--- src/logic/dfr_consts.svh ---
`ifndef DFR_CONSTS_SVH
`define DFR_CONSTS_SVH

// Register byte offsets
`define DFR_ADDR_CTRL 4'h0
`define DFR_ADDR_STAT 4'h4
`define DFR_ADDR_REF 4'h8

// Control register fields
`define DFR_CTRL_FMT_LSB 0
`define DFR_CTRL_SRC_LSB 4

// Status register fields
`define DFR_STAT_GOOD 0
`define DFR_STAT_NEG 1
`define DFR_STAT_MAX 2
`define DFR_STAT_ERR 3
`define DFR_STAT_WIDE 4
`define DFR_STAT_W16 5
`define DFR_STAT_ACT 6

// Reset values
`define DFR_RST_FMT 3'h0
`define DFR_RST_SRC 3'h0

// Reference source code that selects the option card
`define DFR_SRC_OPTION 3'h3

`endif

--- src/logic/dfr_pkg.sv ---
package dfr_pkg;

    // Input format selection codes
    typedef enum logic [2:0] {
        FMT_BCD_1PCT = 3'h0,
        FMT_BCD_01PCT = 3'h1,
        FMT_BCD_001PCT = 3'h2,
        FMT_BCD_1HZ = 3'h3,
        FMT_BCD_01HZ = 3'h4,
        FMT_BCD_001HZ = 3'h5,
        FMT_BCD5_001HZ = 3'h6,
        FMT_BINARY = 3'h7
    } fmt_e;

    // Whole state of the decoder
    typedef struct packed {
        logic [2:0] fmt;
        logic [2:0] src;
        logic [16:0] mag;
        logic neg;
        logic max;
        logic good;
        logic act;
        logic err;
        logic [31:0] rdata;
    } dfr_state_s;

endpackage

--- src/logic/bcd_digits.sv ---
`timescale 1ns/1ps

module bcd_digits
    import dfr_pkg::*;
#(
    parameter int NDIG = 5,
    parameter int VAL_W = 17
) (
    // Packed digits, digit 1 in the low nibble
    input wire logic [4*NDIG-1:0] digits,
    // Digits allowed to run past nine
    input wire logic [NDIG-1:0] free_mask,
    // Result
    output logic [VAL_W-1:0] value,
    output logic bad
);

    if (NDIG < 1 || VAL_W < 4) begin : g_chk
        $error("bcd_digits: unsupported size");
    end

    logic [NDIG-1:0] over;

    // Flag each digit outside free_mask that is not a decimal digit
    for (genvar i = 0; i < NDIG; i++) begin : g_dig
        assign over[i] = (digits[4*i+:4] > 4'h9) && !free_mask[i];
    end

    assign bad = |over;

    // Horner accumulation from the top digit down
    always_comb begin
        value = '0;
        for (int i = NDIG - 1; i >= 0; i--) begin
            value = VAL_W'(value * VAL_W'(10)) + VAL_W'(digits[4*i+:4]);
        end
    end

endmodule // bcd_digits

--- src/logic/digital_freq_reference_decoder.sv ---
// Overview of operation
// RULE_01: Wide card decode uses format and width switch
// RULE_02: Narrow binary: terminal 1..8 weigh 2^0..2^7
// RULE_03: Binary formats all ones mean full speed
// RULE_04: Format 6 valid only on wide card
// RULE_05: Format 6 spans 0.00 to 399.98 Hz
// RULE_06: Format 6 uses sign as data, positive
// RULE_07: Format 6 lowest nonzero value is 0.02 Hz
// RULE_08: Narrow card decode uses format selection only
// RULE_09: Narrow card with format 6 yields nothing
// RULE_10: Format codes 0-5 BCD, 6 five-digit, 7 binary
// RULE_11: Card reference used only when source is 3
// RULE_12: Sign low forward, high reverse
// RULE_13: Terminals captured only while strobe high
//
// The address-and-strobe port and the register addresses were decided locally.
`timescale 1ns/1ps
`include "dfr_consts.svh"

module digital_freq_reference_decoder
    import dfr_pkg::*;
#(
    parameter int DATA_W = 16,
    parameter int NARROW_W = 8
) (
    // Clock and reset
    input wire logic mclk,
    input wire logic rst_n,
    // Card straps
    input wire logic card_wide,
    input wire logic word_width_switch,
    // Reference terminals
    input wire logic [DATA_W-1:0] data_terminals,
    input wire logic sign_terminal,
    input wire logic read_strobe,
    // Register port
    input wire logic [3:0] reg_addr,
    input wire logic [31:0] reg_wdata,
    input wire logic reg_wr,
    input wire logic reg_rd,
    output logic [31:0] reg_rdata,
    // Decoded reference
    output logic [16:0] ref_mag,
    output logic ref_neg,
    output logic ref_max,
    output logic ref_good,
    output logic ref_active,
    output logic ref_err
);

    if (DATA_W != 16 || NARROW_W != 8) begin : g_chk
        $error("digital_freq_reference_decoder: only 16/8 bit terminals supported");
    end

    dfr_state_s s_q;
    dfr_state_s s_d;

    logic [19:0] bcd_in;
    logic [4:0] bcd_free;
    logic [16:0] bcd_val;
    logic bcd_bad;
    logic is_bin;
    logic is_five;
    logic [16:0] bin_val;
    logic bin_ones;

    // Format decode from the current selection
    assign is_bin = (s_q.fmt == FMT_BINARY); // [RULE_10]
    assign is_five = (s_q.fmt == FMT_BCD5_001HZ); // [RULE_10]

    // Digit layout per card, width and format
    always_comb begin
        bcd_free = 5'h00;
        if (is_five) begin
            // Digit 1 has an implicit zero bit, sign is the top digit's bit
            bcd_in = {2'b00, sign_terminal, data_terminals, 1'b0}; // [RULE_05] [RULE_06] [RULE_07]
        end else if (card_wide && word_width_switch) begin
            bcd_in = {4'h0, data_terminals}; // [RULE_01]
        end else if (card_wide) begin
            bcd_in = {8'h00, data_terminals[11:0]}; // [RULE_01]
        end else begin
            bcd_in = {12'h000, data_terminals[7:0]}; // [RULE_08]
            bcd_free = 5'h02;
        end
    end

    // Binary value and all-ones detect per width
    always_comb begin
        if (is_five) begin
            bin_val = {sign_terminal, data_terminals};
            bin_ones = &{sign_terminal, data_terminals};
        end else if (card_wide && word_width_switch) begin
            bin_val = {1'b0, data_terminals}; // [RULE_01]
            bin_ones = &data_terminals;
        end else if (card_wide) begin
            bin_val = {5'h00, data_terminals[11:0]}; // [RULE_01]
            bin_ones = &data_terminals[11:0];
        end else begin
            bin_val = {9'h000, data_terminals[7:0]}; // [RULE_02]
            bin_ones = &data_terminals[7:0];
        end
    end

    bcd_digits #(
        .NDIG(5),
        .VAL_W(17)
    ) bcd_digits_inst (
        .digits(bcd_in),
        .free_mask(bcd_free),
        .value(bcd_val),
        .bad(bcd_bad)
    );

    // Next state: register writes, capture, read data
    always_comb begin
        s_d = s_q;
        s_d.rdata = 32'h0000_0000;
        if (reg_wr) begin
            if (reg_addr == `DFR_ADDR_CTRL) begin
                s_d.fmt = reg_wdata[`DFR_CTRL_FMT_LSB+:3];
                s_d.src = reg_wdata[`DFR_CTRL_SRC_LSB+:3];
            end
        end
        if (read_strobe) begin // [RULE_13]
            s_d.err = is_five && !card_wide; // [RULE_04] [RULE_09]
            s_d.good = !s_d.err && (is_bin || !bcd_bad);
            s_d.neg = is_five ? 1'b0 : sign_terminal; // [RULE_06] [RULE_12]
            s_d.max = (is_bin || (is_five && card_wide)) && bin_ones; // [RULE_03]
            if (is_bin) begin
                s_d.mag = bin_val;
            end else begin
                s_d.mag = bcd_val;
            end
        end
        s_d.act = s_d.good && (s_d.src == `DFR_SRC_OPTION); // [RULE_11]
        if (reg_rd) begin
            if (reg_addr == `DFR_ADDR_CTRL) begin
                s_d.rdata = {25'h0, s_q.src, 1'b0, s_q.fmt};
            end else if (reg_addr == `DFR_ADDR_STAT) begin
                s_d.rdata = {25'h0, s_q.act, word_width_switch, card_wide,
                             s_q.err, s_q.max, s_q.neg, s_q.good};
            end else if (reg_addr == `DFR_ADDR_REF) begin
                s_d.rdata = {15'h0, s_q.mag};
            end else begin
                s_d.rdata = 32'h0000_0000;
            end
        end
    end

    // State register, synchronous reset
    always_ff @(posedge mclk) begin
        if (!rst_n) begin
            s_q <= '{fmt: `DFR_RST_FMT, src: `DFR_RST_SRC, mag: 17'h00000, neg: 1'b0,
                     max: 1'b0, good: 1'b0, act: 1'b0, err: 1'b0, rdata: 32'h0000_0000};
        end else begin
            s_q <= s_d;
        end
    end

    // Outputs straight from the state register
    assign reg_rdata = s_q.rdata;
    assign ref_mag = s_q.mag;
    assign ref_neg = s_q.neg;
    assign ref_max = s_q.max;
    assign ref_good = s_q.good;
    assign ref_active = s_q.act;
    assign ref_err = s_q.err;
endmodule // digital_freq_reference_decoder

--- config.mk ---
export PLATFORM = sky130hd
export DESIGN_NAME = digital_freq_reference_decoder
export DESIGN_NICKNAME = d
export VERILOG_FILES = /design/src/logic/dfr_pkg.sv /design/src/logic/bcd_digits.sv /design/src/logic/digital_freq_reference_decoder.sv
export VERILOG_INCLUDE_DIRS = /design/src /design/src/logic
export SDC_FILE = /design/constraint.sdc
export NUM_CORES = 1
export LEC_CHECK = 0
export BUFFER_PORTS_ARGS = -buffer_cell sky130_fd_sc_hd__buf_4
export CAP_MARGIN = 10
export CORE_MARGIN = 10
export CORE_UTILIZATION = 55
export DETAILED_ROUTE_END_ITERATION = 8
export PLACE_DENSITY_LB_ADDON = 0.2
export REMOVE_ABC_BUFFERS = 1
export SLEW_MARGIN = 30
export SYNTH_ARGS = -nofsm -noshare
export SYNTH_HDL_FRONTEND = slang
export SYNTH_HIERARCHICAL = 1
export SYNTH_SLANG_ARGS = --single-unit
--- constraint.sdc ---
create_clock -name mclk -period 10.4 [get_ports mclk]
set_clock_uncertainty 0.15 [all_clocks]
set_input_delay 0.52 -clock mclk [delete_from_list [all_inputs] [get_ports mclk]]
set_output_delay 0.52 -clock mclk [all_outputs]
set_load 0.05 [all_outputs]
After elaboration in Yosys (flattened, before gate mapping)

Index checks and enable logic that the tools add are counted.

Mux-type cells: 20
Equality and inequality tests: 5
Multipliers: 4
Magnitude comparators: 5
Reduce and logical (&&, ||, !) cells: 32
Bitwise logic cells: 3
Add/sub/neg operators: 4

Operators with widths:

| kind                  | count |
|---|---|
| $add 17x4->17         | 4 |
| $mul 17x3->16 const B | 3 |
| $mux 17               | 2 |
| $mux 16               | 2 |
| $mux 12               | 2 |
| $mux 7                | 3 |
| $mux 18               | 1 |
| $reduce_and 17->1     | 1 |
| $gt 4x4->1 const B    | 4 |
| $reduce_and 16->1     | 1 |
| $reduce_and 12->1     | 1 |
| $logic_and 1x1->1     | 11 |
| $reduce_or 5->1       | 2 |
| $reduce_and 8->1      | 1 |
| $eq 3x3->1 const B    | 2 |
| $mux 2                | 3 |
| $mux 3                | 2 |
| $logic_not 1->1       | 5 |
| $mul 2x3->5 const B   | 1 |
| $mux 1                | 5 |
| $eq 4x3->1 const B    | 1 |
| $eq 4x4->1 const B    | 1 |
| $gt 2x4->1 const B    | 1 |
| $logic_not 4->1       | 1 |
| 7 further kinds       | 13 |

Output and inout port bits: 54
Input bits: 60
Flip-flop bits (word level): 60
Word-level logic and storage cells: 85

Logic depth before layout (Yosys ltp)

Word-level depth: 12
Depth in mapped cells: 41
Mapped depth without buffers: 39

Cells and area by module

Netlist, hierarchy kept.

By module, submodules not included:

| module                         | area each (um^2) | instances | seq. area each (um^2) | cells an instance |
|---|---|---|---|---|
| bcd_digits                     | 2,894.0          | 1         | 0.0                   | 361 |
| digital_freq_reference_decoder | 2,556.2          | 1         | 900.9                 | 286 |

Worst setup path after synthesis

No wires, ideal clock.

Path kind: reg-to-reg
Start point: register s_q[58] in the netlist's numbering
End point: register s_q (netlist bit ref_mag[16])
Period minus slack after synthesis: 7.791 ns
Path buffers: 2
Stages on the path, launching flop included: 39
Data arrival time: 7.519 ns
Data required time: 10.128 ns
Path slack: 2.609 ns
Setup time: 0.122 ns
Cell sequence: dfxtp_1 > nand2_1 > nor2_1 > buf_4 > buf_6 > nand2_1 > o21ai_0 > ha_1 > inv_1 > fa_1 > xnor2_1 > ha_1 > ha_1 > fa_1 > xnor2_1 > or3b_2 > xnor2_1 > ha_1 > [... 3 more ...] > o21a_1 > nor2_1 > xnor2_1 > nor3b_1 > xor2_1 > ha_1 > ha_1 > o21ai_0 > nor2_1 > a21oi_1 > nor2b_1 > xnor2_1 > nand3_1 > nor4_1 > xnor2_1 > xnor3_1 > nand3_1 > a21boi_0

Elaborated cells on any way between the ends: 13
Those cells by class: add/sub (4); mul (4); eq/ne (2); mux (3)

RTL lines:

| item                   | RTL line                              | source |
|---|---|---|
| from (decl)            | digital_freq_reference_decoder.sv:55  | `dfr_state_s s_q;` |
| from (signal assigned) | digital_freq_reference_decoder.sv:153 | `` s_q <= '{fmt: `DFR_RST_FMT, src: `DFR_RST_SRC, mag: 17'h00000, neg: 1'b0, `` |
| $eq 3x3->1             | digital_freq_reference_decoder.sv:69  | `assign is_five = (s_q.fmt == FMT_BCD5_001HZ);` |
| $mux 18                | digital_freq_reference_decoder.sv:74  | `if (is_five) begin` |
| named net bcd_in[13]   | digital_freq_reference_decoder.sv:58  | `logic [19:0] bcd_in;` |
| $add 17x4->17          | bcd_digits.sv:35                      | `value = VAL_W'(value * VAL_W'(10)) + VAL_W'(digits[4*i+:4]);` |
| $mul 17x3->16          | bcd_digits.sv:35                      |  |
| $add 17x4->17          | bcd_digits.sv:35                      |  |
| $mul 17x3->16          | bcd_digits.sv:35                      |  |
| $add 17x4->17          | bcd_digits.sv:35                      |  |
| $mul 17x3->16          | bcd_digits.sv:35                      |  |
| $add 17x4->17          | bcd_digits.sv:35                      |  |
| named net bcd_val[16]  | digital_freq_reference_decoder.sv:60  | `logic [16:0] bcd_val;` |
| $mux 17                | digital_freq_reference_decoder.sv:129 | `if (is_bin) begin` |

The timed path passes the listed nets, and every way through them passes these cells.
A chain may end at the register's enable or synchronous reset.

Worst setup path after layout

Start point: register s_q[59] in the netlist's numbering
End point: register s_q (netlist bit ref_mag[16])

Same word-level chain as after synthesis.

==> results_dict.tcl <==
set metrics [dict create \
    synthTopCellsByCount "ha_1 (78), buf_4 (52), nand2_1 (51), dfxtp_1 (45), nor2_1 (38)" \
    clock_path_buffers 2 \
    tns_ps 0 \
    fin_crit_sh 0.851 \
    numPortBuffers 72 \
    ys_seq_area_frac 0.165 \
    avgSynthCellArea_um2 8.42 \
    cp_slowest_cell "nor4_1" \
    maxSlewHeadroom 0.626 \
    vias 4453 \
    worst_pin_slew_ps 556 \
    nFillCells 903 \
    crit_buf_inv 1 \
    crit_path_max_fanout 9 \
    synthTopCellsByArea "ha_1 (18%), dfxtp_1 (17%), buf_4 (7.2%), xnor2_1 (5.6%), xor2_1 (4.2%)" \
    antenna_found_initial 0 \
    yosysMostFrequentCell "ha_1" \
    rsz0062_at_grt "no" \
    fmax_ghz 0.113 \
    post_cts_buffers 0 \
    finalNetCount 833 \
    worstSetupPathType "reg2reg" \
    dr.pass1.iters 5 \
    period_needed_ps 8850 \
    cp-start-kind "flop" \
    ant_nets 0 \
    area.sequential_um2 901 \
    syn2layout_area_growth_pct 8.63 \
    fin_ws_ps 1550 \
    final-hold-violation-count 0 \
    grt-ovfl-total 0 \
    ys_async_sr_fraction 0 \
    slowest_delay_ps 550 \
    hp-class "in2reg" \
    die_w_um 120 \
    die_y_um 120 \
    p_per_area_nw_per_um2 323 \
    crit_family "adder cells" \
    synth_top_area_cell "ha_1" \
    postLayoutCoreUtil 0.609 \
    syn_inst 647 \
    drv_cap 0 \
    io_pins 114 \
    ys_ff_latch 45 \
    yosys_warnings 6 \
    clockRootBuffer "clkbuf_8" \
    instances_no_fill 821 \
    ctsResizeCount 0 \
    drive_gt1_frac 0.154 \
    cts_tree "yes" \
    grt_first_pass_wirelength_um 20100 \
    clk_latency_ps 310 \
    rows 36 \
    initial_utilization 0.560 \
    numCtsBuffers 5 \
    totalWireLength_um 11900 \
    htreeDepth 2 \
    multi_input_area_um2 4030 \
    clkSlewWorstSetupHoldPaths_ps 80 \
    hpwl_um 10100 \
    finalMaxSlewViolations 0 \
    vdd_drop_max_mv 0.186 \
    grt_max_degree 43 \
    viasPerCell 5.42 \
    syn_area_um2 5450 \
    hold_buffers 0 \
    clkSinkCount 45 \
    grt_pass1_vias 4427 \
    total_power_w 0.00191 \
    crit_arrival_ps 8890 \
    crit_top_cell "ha_1" \
    cp-end-kind "flop" \
    required_ps 10440 \
    synth_edf_count 0 \
    track_usage 0.164 \
    synth_cell_types 64 \
    num_antenna_cells 0 \
    setup-violations-final 0 \
    die_area_um2 14300 \
    synthFlopType "dfxtp_1" \
    drtIter0Drc 213 \
    routabilityCongestion 0.923 \
    core_um2 9730 \
    place_ws_ps 1530 \
    dp_cells 813 \
    wl_per_cell_um 14.5 \
    leakagePower_nw 2.91 \
    drc 0 \
    synth.top_cell.area_share 0.179 \
    status "completed" \
]
[metrics by stage]
stage / hold slack, ps / instance area [um2]
2_1_floorplan: 340 / 5070
3_3_place_gp: 320 / 5780
3_5_place_dp: 329 / 5780
4_1_cts: 312 / 5920
5_1_grt: 320 / 5920
6_report: 310 / 5920
[cells by family (layout without fill, tap and decap cells)]
kind of cell | count (synthesis) | count (layout) | synth area share
multiplexers | 22 | 22 | 0.0420
XOR/XNOR | 64 | 64 | 0.108
flip-flops | 45 | 45 | 0.165
adder cells (fa/ha/maj) | 86 | 86 | 0.208
AND/OR/NAND/NOR | 188 | 188 | 0.186
other | 2 | 29 | 0.00138
AO/OA/AOI/OAI | 136 | 136 | 0.174
buffers and inverters | 104 | 118 | 0.115
[worst register-to-register path: cells and delay by family, from the launching register on]
family | cells | cell delay [ps]
fa+ha+maj | 9 | 2780
simple gates | 11 | 2570
xor+xnor | 8 | 1770
compound gates | 7 | 980
flops | 1 | 450
buf+inv | 1 | 50
[cell type report]
type / instances / share of cell area
multi-input combinational: 525 / 0.680
timing repair buffer: 73 / 0.0926
clock buffer: 5 / 0.0116
sequential: 45 / 0.152
inverter: 37 / 0.0235
clock inverter: 3 / 0.0116
tap: 133 / 0.0281
[worst paths after layout]
path,startpoint,end,slack [ps],cells after the start
worst max-delay path,s_q[59],ref_mag[16],1550,36
worst min-delay path,reg_wdata[0],s_q[57],310,3
worst max register to register,s_q[59],ref_mag[16],1550,36
worst min register to register,ref_err,ref_err,340,2
[where the power goes]
group / switching (W) / internal [W] / leakage, nW
combinational: 0.000883 / 0.000657 / 2.47
clock: 0.0000634 / 0.0000967 / 0.0687
sequential: 0.0000154 / 0.000196 / 0.368
[state kept, by name (all words and copies together) (netlist names)]
register    flops
ref_mag        17
reg_rdata      17
s_q             6
ref_active      1
ref_err         1
ref_good        1
ref_max         1
ref_neg         1
[cells in the final DEF, fill, tap and decap left out, drive strengths merged, types with 11 or more instances in the layout]
master	Yosys	layout
a21o	15	15
a21oi	25	25
and2	13	13
buf	64	73
conb	2	29
dfxtp	45	45
ha	78	78
inv	37	38
mux2i	15	15
nand2	51	51
nand3	17	17
nor2	40	40
nor2b	20	20
nor3	11	11
o211a	16	16
o211ai	12	12
o21ai	32	32
xnor2	36	36
xor2	27	27
[metal layers]
| metal | up-vias | global-route usage | wire length [um] |
|---|---|---|---|
| met5 | - | 0 | 0 |
| met4 | 0 | 0.0498 | 245 |
| met3 | 21 | 0.0347 | 566 |
| met2 | 114 | 0.279 | 5810 |
| met1 | 2051 | 0.202 | 5300 |
| li1 | 2267 | - | - |
(Power assumes the default switching activity.)
